**config.mk**
```make
export PLATFORM = sky130hd
export DESIGN_NAME = csd_chip_select
export DESIGN_NICKNAME = d
export VERILOG_FILES = /design/src/rtl/csd_pkg.sv /design/src/rtl/csd_chip_select.sv
export SDC_FILE = /design/constraint.sdc
export NUM_CORES = 1
export LEC_CHECK = 0
export BUFFER_PORTS_ARGS = -buffer_cell sky130_fd_sc_hd__buf_2
export CAP_MARGIN = 10
export CORE_MARGIN = 3
export CORE_UTILIZATION = 55
export DETAILED_ROUTE_END_ITERATION = 8
export HOLD_SLACK_MARGIN = 0.02
export PLACE_DENSITY = 0.85
export REMOVE_ABC_BUFFERS = 1
export SYNTH_ARGS = -nofsm -noshare
export SYNTH_HDL_FRONTEND = slang
export SYNTH_SLANG_ARGS = --single-unit
```
**constraint.sdc**
```tcl
create_clock -name clk_sys_i -period 3.8 [get_ports clk_sys_i]
set_clock_uncertainty 0.2 [all_clocks]
set_input_delay 0.57 -clock clk_sys_i [delete_from_list [all_inputs] [get_ports clk_sys_i]]
set_output_delay 0.57 -clock clk_sys_i [all_outputs]
set_load 0.01 [all_outputs]
```
**src/rtl/csd_pkg.sv**
```systemverilog
// Package for the chip-select option decode block.
// Holds register offsets, field positions, reset values, field codes,
// the controller states and the carrier struct for one bus cycle.
// Assumes a single system clock and a classic Wishbone register slave.
package csd_pkg;

  // Register byte offsets on the register bus.
  localparam logic [4:0] CSD_OFS_OPTIONS = 5'h00;
  localparam logic [4:0] CSD_OFS_BASE = 5'h04;
  localparam logic [4:0] CSD_OFS_LATCH = 5'h08;
  localparam logic [4:0] CSD_OFS_PIN_ASSIGN = 5'h0c;
  localparam logic [4:0] CSD_OFS_STATUS = 5'h10;

  // Reset values.
  localparam logic [15:0] CSD_RST_OPTIONS = 16'h0000;
  localparam logic [15:0] CSD_RST_BASE = 16'h0007;
  localparam logic [6:0] CSD_RST_LATCH = 7'h7f;
  localparam logic [1:0] CSD_RST_PIN_ASSIGN = 2'h0;

  // Option register field positions.
  localparam int CSD_OPT_MODE = 15;
  localparam int CSD_OPT_BYTE_LO = 13;
  localparam int CSD_OPT_DIR_LO = 11;
  localparam int CSD_OPT_STROBE_SELECT = 10;
  localparam int CSD_OPT_ACK_LO = 6;
  localparam int CSD_OPT_SPACE_LO = 4;
  localparam int CSD_OPT_LEVEL_LO = 1;
  localparam int CSD_OPT_AUTOVECTOR_REQUEST = 0;

  // Base register: address bits 23..11 sit in 15..3, block size in 2..0.
  localparam int CSD_BASE_ADDR_LO = 3;

  // Field codes.
  localparam logic [1:0] CSD_BYTE_LOWER = 2'h1;
  localparam logic [1:0] CSD_BYTE_UPPER = 2'h2;
  localparam logic [1:0] CSD_BYTE_BOTH = 2'h3;
  localparam logic [1:0] CSD_DIR_READ = 2'h1;
  localparam logic [1:0] CSD_DIR_WRITE = 2'h2;
  localparam logic [1:0] CSD_DIR_BOTH = 2'h3;
  localparam logic [1:0] CSD_SPACE_CPU = 2'h0;
  localparam logic [1:0] CSD_SPACE_USER = 2'h1;
  localparam logic [1:0] CSD_SPACE_SUPER = 2'h2;
  localparam logic [1:0] CSD_SPACE_ANY = 2'h3;
  localparam logic [2:0] CSD_LEVEL_ANY = 3'h0;
  localparam logic [3:0] CSD_ACK_MAX_WAIT = 4'hd;
  localparam logic [3:0] CSD_ACK_FAST = 4'he;
  localparam logic [3:0] CSD_ACK_EXTERNAL = 4'hf;

  // Pin assignment codes.
  localparam logic [1:0] CSD_PIN_DISCRETE = 2'h0;
  localparam logic [1:0] CSD_PIN_PORT8 = 2'h1;
  localparam logic [1:0] CSD_PIN_PORT16 = 2'h2;

  typedef enum logic [2:0] {
    CSD_ST_IDLE = 3'b000,
    CSD_ST_COUNT = 3'b001,
    CSD_ST_EXT = 3'b010,
    CSD_ST_HOLD = 3'b011,
    CSD_ST_SYNC_WAIT = 3'b100,
    CSD_ST_SYNC_ACTIVE = 3'b101
  } csd_state_t;

  // One bus cycle as the internal bus presents it; all levels on clk.
  typedef struct packed {
    logic [23:0] addr;
    logic read;
    logic cpu_space;
    logic supervisor;
    logic iack;
    logic upper_lane;
    logic lower_lane;
    logic address_strobe_n;
    logic data_strobe_n;
  } csd_cycle_t;

endpackage

```
**src/rtl/csd_chip_select.sv**
```systemverilog
// One chip-select channel: base-address match, option qualification,
// internal or external termination, autovector and the discrete latch.
// Assumes the bus cycle and the slow bus clock level arrive on clk_sys_i,
// and that the external acknowledge pin is asynchronous to it.
`timescale 1ns/1ps
`default_nettype none

module csd_chip_select
  import csd_pkg::*;
#(
  parameter int LATCH_BIT = 0
) (
  input wire logic clk_sys_i,
  input wire logic reset_n_i,
  input wire logic wb_cyc_i,
  input wire logic wb_stb_i,
  input wire logic wb_we_i,
  input wire logic [4:0] wb_adr_i,
  input wire logic [3:0] wb_sel_i,
  input wire logic [31:0] wb_dat_i,
  output logic [31:0] wb_dat_o,
  output logic wb_ack_o,
  input wire csd_cycle_t cycle_i,
  input wire logic slow_bus_clock_i,
  input wire logic wait_ack_ext_n_i,
  output logic chip_select_n_o,
  output logic wait_ack_source_n_o,
  output logic autovector_request_n_o,
  output logic slow_cycle_pending_o,
  output logic [7:0] discrete_output_latch_o
);

  logic [15:0] options_reg;
  logic [15:0] base_reg;
  logic [6:0] latch_reg;
  logic [1:0] pin_assign_reg;
  logic wb_ack_reg;
  logic [31:0] wb_dat_reg;
  csd_state_t state_reg;
  logic [3:0] count_reg;
  logic cs_n_reg;
  logic ack_n_reg;
  logic autovector_request_n_reg;
  logic pending_reg;
  logic ext_s1_reg;
  logic ext_s2_reg;
  logic ext_s3_reg;
  logic ext_ack_n_reg;
  logic slow_clk_prev_reg;

  // Option fields.
  logic opt_sync;
  logic [1:0] opt_byte;
  logic [1:0] opt_dir;
  logic opt_strobe_select;
  logic [3:0] opt_ack;
  logic [1:0] opt_space;
  logic [2:0] opt_level;
  logic opt_autovector_request;

  assign opt_sync = options_reg[CSD_OPT_MODE];
  assign opt_byte = options_reg[CSD_OPT_BYTE_LO +: 2];
  assign opt_dir = options_reg[CSD_OPT_DIR_LO +: 2];
  assign opt_strobe_select = options_reg[CSD_OPT_STROBE_SELECT];
  assign opt_ack = options_reg[CSD_OPT_ACK_LO +: 4];
  assign opt_space = options_reg[CSD_OPT_SPACE_LO +: 2];
  assign opt_level = options_reg[CSD_OPT_LEVEL_LO +: 3];
  assign opt_autovector_request = options_reg[CSD_OPT_AUTOVECTOR_REQUEST];

  // Base match over the bits that the block size leaves significant.
  logic [12:0] cmp_mask;
  logic base_match;

  always_comb begin
    case (base_reg[2:0])
      3'h0: cmp_mask = 13'h1fff;
      3'h1: cmp_mask = 13'h1ffc;
      3'h2: cmp_mask = 13'h1ff8;
      3'h3: cmp_mask = 13'h1fe0;
      3'h4: cmp_mask = 13'h1fc0;
      3'h5: cmp_mask = 13'h1f80;
      3'h6: cmp_mask = 13'h1f00;
      default: cmp_mask = 13'h1e00;
    endcase
  end

  assign base_match = ((cycle_i.addr[23:11] ^ base_reg[15:CSD_BASE_ADDR_LO])
                       & cmp_mask) == 13'h0000;

  // Option qualification.
  logic dir_ok;
  logic byte_ok;
  logic space_ok;
  logic level_ok;
  logic qualified;
  logic strobe_active;

  always_comb begin
    case (opt_dir)
      CSD_DIR_READ: dir_ok = cycle_i.read;
      CSD_DIR_WRITE: dir_ok = !cycle_i.read;
      CSD_DIR_BOTH: dir_ok = 1'b1;
      default: dir_ok = 1'b0;
    endcase
  end

  always_comb begin
    if (pin_assign_reg != CSD_PIN_PORT16) begin
      byte_ok = 1'b1;
    end else begin
      case (opt_byte)
        CSD_BYTE_LOWER: byte_ok = cycle_i.lower_lane;
        CSD_BYTE_UPPER: byte_ok = cycle_i.upper_lane;
        CSD_BYTE_BOTH: byte_ok = cycle_i.lower_lane | cycle_i.upper_lane;
        default: byte_ok = 1'b0;
      endcase
    end
  end

  // The level compare feeds only this select; interrupt recognition by
  // the processor never sees it.
  assign level_ok = (opt_level == CSD_LEVEL_ANY) ||
                    (opt_level == cycle_i.addr[3:1]);

  always_comb begin
    case (opt_space)
      CSD_SPACE_CPU: space_ok = cycle_i.cpu_space & cycle_i.iack
                                & level_ok;
      CSD_SPACE_USER: space_ok = !cycle_i.cpu_space & !cycle_i.supervisor;
      CSD_SPACE_SUPER: space_ok = !cycle_i.cpu_space & cycle_i.supervisor;
      default: space_ok = !cycle_i.cpu_space;
    endcase
  end

  // A pin used as a discrete output never acts as a chip select.
  assign qualified = base_match & dir_ok & byte_ok & space_ok
                     & (pin_assign_reg != CSD_PIN_DISCRETE);

  assign strobe_active = opt_strobe_select ? !cycle_i.data_strobe_n
                                  : !cycle_i.address_strobe_n;

  logic autovector_hit;
  assign autovector_hit = (opt_space == CSD_SPACE_CPU) & opt_autovector_request;

  // External acknowledge pin: three stages, a change counts once the
  // second and third stages agree.
  always_ff @(posedge clk_sys_i) begin
    if (!reset_n_i) begin
      ext_s1_reg <= 1'b1;
      ext_s2_reg <= 1'b1;
      ext_s3_reg <= 1'b1;
      ext_ack_n_reg <= 1'b1;
    end else begin
      ext_s1_reg <= wait_ack_ext_n_i;
      ext_s2_reg <= ext_s1_reg;
      ext_s3_reg <= ext_s2_reg;
      if (ext_s2_reg == ext_s3_reg) begin
        ext_ack_n_reg <= ext_s3_reg;
      end
    end
  end

  always_ff @(posedge clk_sys_i) begin
    if (!reset_n_i) begin
      slow_clk_prev_reg <= 1'b0;
    end else begin
      slow_clk_prev_reg <= slow_bus_clock_i;
    end
  end

  logic slow_rise;
  logic slow_fall;
  assign slow_rise = slow_bus_clock_i & !slow_clk_prev_reg;
  assign slow_fall = !slow_bus_clock_i & slow_clk_prev_reg;

  // Select controller. Once asserted, the select stays on until the
  // strobe goes away so that a slow device never sees it drop mid-access.
  always_ff @(posedge clk_sys_i) begin
    if (!reset_n_i) begin
      state_reg <= CSD_ST_IDLE;
      count_reg <= 4'h0;
      cs_n_reg <= 1'b1;
      ack_n_reg <= 1'b1;
      autovector_request_n_reg <= 1'b1;
      pending_reg <= 1'b0;
    end else begin
      case (state_reg)
        CSD_ST_IDLE: begin
          ack_n_reg <= 1'b1;
          autovector_request_n_reg <= 1'b1;
          if (qualified && opt_sync) begin
            // The acknowledge field plays no part from here on.
            pending_reg <= 1'b1;
            state_reg <= CSD_ST_SYNC_WAIT;
          end else if (qualified && strobe_active) begin
            cs_n_reg <= 1'b0;
            if (opt_ack == CSD_ACK_FAST) begin
              ack_n_reg <= autovector_hit;
              autovector_request_n_reg <= !autovector_hit;
              state_reg <= CSD_ST_HOLD;
            end else if (opt_ack == CSD_ACK_EXTERNAL) begin
              state_reg <= CSD_ST_EXT;
            end else begin
              count_reg <= opt_ack;
              state_reg <= CSD_ST_COUNT;
            end
          end
        end
        CSD_ST_COUNT: begin
          if (!strobe_active) begin
            cs_n_reg <= 1'b1;
            state_reg <= CSD_ST_IDLE;
          end else if (count_reg == 4'h0) begin
            ack_n_reg <= autovector_hit;
            autovector_request_n_reg <= !autovector_hit;
            state_reg <= CSD_ST_HOLD;
          end else begin
            count_reg <= count_reg - 4'h1;
          end
        end
        CSD_ST_EXT: begin
          // The external device ends the cycle with its own acknowledge.
          if (!strobe_active) begin
            cs_n_reg <= 1'b1;
            state_reg <= CSD_ST_IDLE;
          end else if (!ext_ack_n_reg) begin
            autovector_request_n_reg <= !autovector_hit;
            state_reg <= CSD_ST_HOLD;
          end
        end
        CSD_ST_HOLD: begin
          if (!strobe_active) begin
            cs_n_reg <= 1'b1;
            ack_n_reg <= 1'b1;
            autovector_request_n_reg <= 1'b1;
            state_reg <= CSD_ST_IDLE;
          end
        end
        CSD_ST_SYNC_WAIT: begin
          if (!qualified) begin
            pending_reg <= 1'b0;
            state_reg <= CSD_ST_IDLE;
          end else if (slow_rise) begin
            cs_n_reg <= 1'b0;
            state_reg <= CSD_ST_SYNC_ACTIVE;
          end
        end
        CSD_ST_SYNC_ACTIVE: begin
          if (slow_fall) begin
            // Autovector here has variable timing; software avoids it.
            ack_n_reg <= autovector_hit;
            autovector_request_n_reg <= !autovector_hit;
            pending_reg <= 1'b0;
            state_reg <= CSD_ST_HOLD;
          end
        end
        default: begin
          cs_n_reg <= 1'b1;
          ack_n_reg <= 1'b1;
          autovector_request_n_reg <= 1'b1;
          pending_reg <= 1'b0;
          state_reg <= CSD_ST_IDLE;
        end
      endcase
    end
  end

  // Pin: select in bus use, latch bit when assigned as discrete output.
  logic pin_reg;
  always_ff @(posedge clk_sys_i) begin
    if (!reset_n_i) begin
      pin_reg <= 1'b1;
    end else if (pin_assign_reg == CSD_PIN_DISCRETE) begin
      pin_reg <= latch_reg[LATCH_BIT];
    end else begin
      pin_reg <= cs_n_reg;
    end
  end

  // Register bus: ack one cycle after the request, dropped the next.
  logic wb_req;
  logic wb_write;
  assign wb_req = wb_cyc_i & wb_stb_i;
  assign wb_write = wb_req & wb_we_i & wb_ack_reg;

  always_ff @(posedge clk_sys_i) begin
    if (!reset_n_i) begin
      wb_ack_reg <= 1'b0;
    end else begin
      wb_ack_reg <= wb_req & !wb_ack_reg;
    end
  end

  always_ff @(posedge clk_sys_i) begin
    if (!reset_n_i) begin
      options_reg <= CSD_RST_OPTIONS;
      base_reg <= CSD_RST_BASE;
      latch_reg <= CSD_RST_LATCH;
      pin_assign_reg <= CSD_RST_PIN_ASSIGN;
    end else if (wb_write) begin
      case (wb_adr_i)
        CSD_OFS_OPTIONS: begin
          if (wb_sel_i[0]) options_reg[7:0] <= wb_dat_i[7:0];
          if (wb_sel_i[1]) options_reg[15:8] <= wb_dat_i[15:8];
        end
        CSD_OFS_BASE: begin
          if (wb_sel_i[0]) base_reg[7:0] <= wb_dat_i[7:0];
          if (wb_sel_i[1]) base_reg[15:8] <= wb_dat_i[15:8];
        end
        CSD_OFS_LATCH: begin
          if (wb_sel_i[0]) latch_reg <= wb_dat_i[6:0];
        end
        CSD_OFS_PIN_ASSIGN: begin
          if (wb_sel_i[0]) pin_assign_reg <= wb_dat_i[1:0];
        end
        default: begin
        end
      endcase
    end
  end

  always_ff @(posedge clk_sys_i) begin
    if (!reset_n_i) begin
      wb_dat_reg <= 32'h0000_0000;
    end else if (wb_req && !wb_ack_reg && !wb_we_i) begin
      case (wb_adr_i)
        CSD_OFS_OPTIONS: wb_dat_reg <= {16'h0000, options_reg};
        CSD_OFS_BASE: wb_dat_reg <= {16'h0000, base_reg};
        CSD_OFS_LATCH: wb_dat_reg <= {25'h0000000, latch_reg};
        CSD_OFS_PIN_ASSIGN: wb_dat_reg <= {30'h00000000, pin_assign_reg};
        CSD_OFS_STATUS: wb_dat_reg <= {21'h000000, count_reg, pending_reg,
                                       autovector_request_n_reg, ack_n_reg, cs_n_reg,
                                       state_reg};
        default: wb_dat_reg <= 32'h0000_0000;
      endcase
    end
  end

  assign wb_ack_o = wb_ack_reg;
  assign wb_dat_o = wb_dat_reg;
  assign chip_select_n_o = pin_reg;
  assign wait_ack_source_n_o = ack_n_reg;
  assign autovector_request_n_o = autovector_request_n_reg;
  assign slow_cycle_pending_o = pending_reg;
  assign discrete_output_latch_o = {1'b0, latch_reg};

endmodule

`default_nettype wire

```
==> flow_summary.toml <==
[floorplanning]
ios = 125
die_h_um = 92.3
rows = 30
die_x_um = 92.3
dieArea_um2 = 8530
design.core.area_um2 = 7020
start_util_pct = 58.4

[global_routing]
grtUsageMet1_pct = 32.2
grt_max_degree = 36
use_met3_pct = 6.99
grtUsageMet2_pct = 39.8
grt_pass1_vias = 3531
busiest_layer = "met2"
grt_pass1_wl_mm = 16.8
track_usage_pct = 24.6
antenna_found_initial = 0
grt_overflow = 0

[setup_path]
crit_arrival_ns = 2.84
cpMaxStageDelayCell = "a211oi_1"
crit_required_ns = 3.86
critPathMaxStageDelay_ns = 0.44
path_class = "register to register"
path_cells = "inv_1 > ha_1 > xnor2_1 > a211oi_1 > nor3_1 > and4b_1 > a31oi_2 > nand2_1 > o41ai_2"
cp_max_fo = 9
start_kind = "register"
cp-end-kind = "register"

[run_status]
status = "complete, no violations"

[route]
antenna_left = 0
route.detailed.drc = 0
routed_via_density = 5.82
route.final.wire_length_mm = 10.5
vias = 3890
firstDrtPassIters = 6
routedWlPerCell_um = 15.8
drt_iter0_markers = 308

[placed_design]
numPortBuffers = 81
place_congestion = 0.879
dp_hpwl_mm = 7.60

[yosys]
yosys_warnings = 0
yosysMostFrequentCell = "nor2_1"
synth-main-ff-cell = "dfxtp_1"
ys_types = 65
synth_area_um2 = 4100
netlist_top_cells_count = "76 x nor2_1, 75 x dfxtp_1, 46 x nand2_1, 38 x a21oi_1, 30 x mux2i_1"
synth_edf_count = 0
synth_seq_cells = 75
syn_inst = 501
avgSynthCellArea_um2 = 8.18
ys_async_sr_fraction_pct = 0
synth_seq_area_share_pct = 36.6
synth_top_area_share_pct = 36.6
synth_area_leaders = "dfxtp_1 37%, mux2i_1 7.3%, nor2_1 7.0%"
yosysTopAreaCell = "dfxtp_1"

[clock_tree]
postCtsSetupBuffers = 0
ctsRootBufferMaster = "clkbuf_8"
htreeDepth = 3
cts_tree = "yes"
clock_latency_ns = 0.37
max-clock-path-buffers = 2
cts_buffers = 9
hold_buffers = 0
cts.sinks = 75
clk_pin_slew_ns = 0.08
cts_resized = 0

[worst_hold_path]
min_path_type = "primary input to register"

[timing]
tightest_slew_ns = 0.699
hold_viol = 0
setup_viol = 0
hold_slack_ns = 0.183
fin_crit_sh_pct = 73.2
drv_slew = 0
fmax_mhz = 359
tns_ns = 0
slew_headroom_pct = 52.2
fin_crit_ns = 2.78
rsz0062_at_grt = "no"

[power_and_ir_drop]
seqPwrFrac_pct = 50.6
power_frac_comb_pct = 7.1
p_leak_nw = 1.92
p_clk_share_pct = 42.4
peakVddDrop_mv = 0.338
powerDensity_nw_per_um2 = 334
power.share.switching_pct = 25.0
intPower_mw = 1.17
switchingPower_mw = 0.390

[final_layout]
layout-drive-gt1-share_pct = 21.7
fin_util_pct = 66.5
diodes = 0
syn_to_final_growth_pct = 13.9
fin_nets = 651

[flow_run]
cap_violations = 0
stage by stage:
step	power [mW]	cells	worst slack, ns	cell area [um^2]
2_1_floorplan	0.856	470	0.847	3890
3_3_place_gp	0.913	652	1.06	4460
3_5_place_dp	0.915	652	0.993	4460
4_1_cts	1.56	668	1.07	4670
5_1_grt	1.60	668	0.821	4670
6_report	1.56	668	1.02	4670
area by class of cell:
| type | instances | area, um^2 |
|---|---|---|
| clock inverters | 5 | 60.1 |
| repair buffers | 86 | 443 |
| fillers | 583 | 2350 |
| multi-input cells | 383 | 2350 |
| flip-flops and latches | 75 | 1500 |
| clock buffers | 11 | 151 |
| well taps | 96 | 120 |
| inverters | 12 | 45.0 |
power by group through the flow:
stage | clock network [mW] | logic (mW) | registers (mW)
floorplan | 0 | 0.0483 | 0.807
global placement | 0 | 0.106 | 0.807
detailed placement | 0 | 0.108 | 0.807
CTS | 0.660 | 0.109 | 0.789
global route | 0.691 | 0.120 | 0.789
finish | 0.661 | 0.111 | 0.789
final timing paths:
| kind | start | to | slack (ns) | cells after the start |
|---|---|---|---|---|
| max | options_reg[4] | state_reg[1] | 1.02 | 9 |
| min | wait_ack_ext_n_i | ext_s1_reg | 0.18 | 2 |
| max reg2reg | options_reg[4] | state_reg[1] | 1.02 | 9 |
| min reg2reg | ext_s1_reg | ext_s2_reg | 0.21 | 1 |
critical path, delay by kind of cell, from the launching register on:
| family | cells | cell delay (ns) |
|---|---|---|
| simple gates | 3 | 0.57 |
| flops | 1 | 0.36 |
| xor+xnor | 1 | 0.12 |
| buf+inv | 1 | 0.09 |
| compound gates | 3 | 1.10 |
| fa+ha+maj | 1 | 0.21 |
per-layer routing:
metal / wire, um / share of wire (%)
met1: 4430 / 42
met2: 5020 / 48
met3: 982 / 9.3
met4: 119 / 1.1
met5: 0 / 0
kinds of logic after synthesis:
kind of cell	Yosys count	share of synthesized area (%)
AO/OA/AOI/OAI	116	19.5
buffers and inverters	59	7.72
XOR/XNOR	16	3.42
adder cells (fa/ha/maj)	4	1.22
other	1	0.0915
AND/OR/NAND/NOR	191	21.7
flip-flops	75	36.6
multiplexers	39	9.80
cells in the final DEF, fill, tap and decap left out, types with 3 or more instances in the layout:
cell type	n
buf_2	81
nor2_1	76
dfxtp_1	75
nand2_1	46
a21oi_1	38
mux2i_1	30
o21ai_0	21
nand3_1	19
conb_1	17
inv_1	12
clkbuf_8	11
xnor2_1	10
a22oi_1	10
mux2_2	9
nor3_1	8
xor2_1	6
or3_1	6
and2_1	5
a221oi_1	5
a222oi_1	5
buf_4	5
nand2b_1	4
nand4_1	4
a31oi_1	4
and3_1	4
ha_1	4
nor3b_1	3
a31o_2	3
o31ai_1	3
o21bai_1	3
No activity file was read; power rests on OpenSTA's default activity.
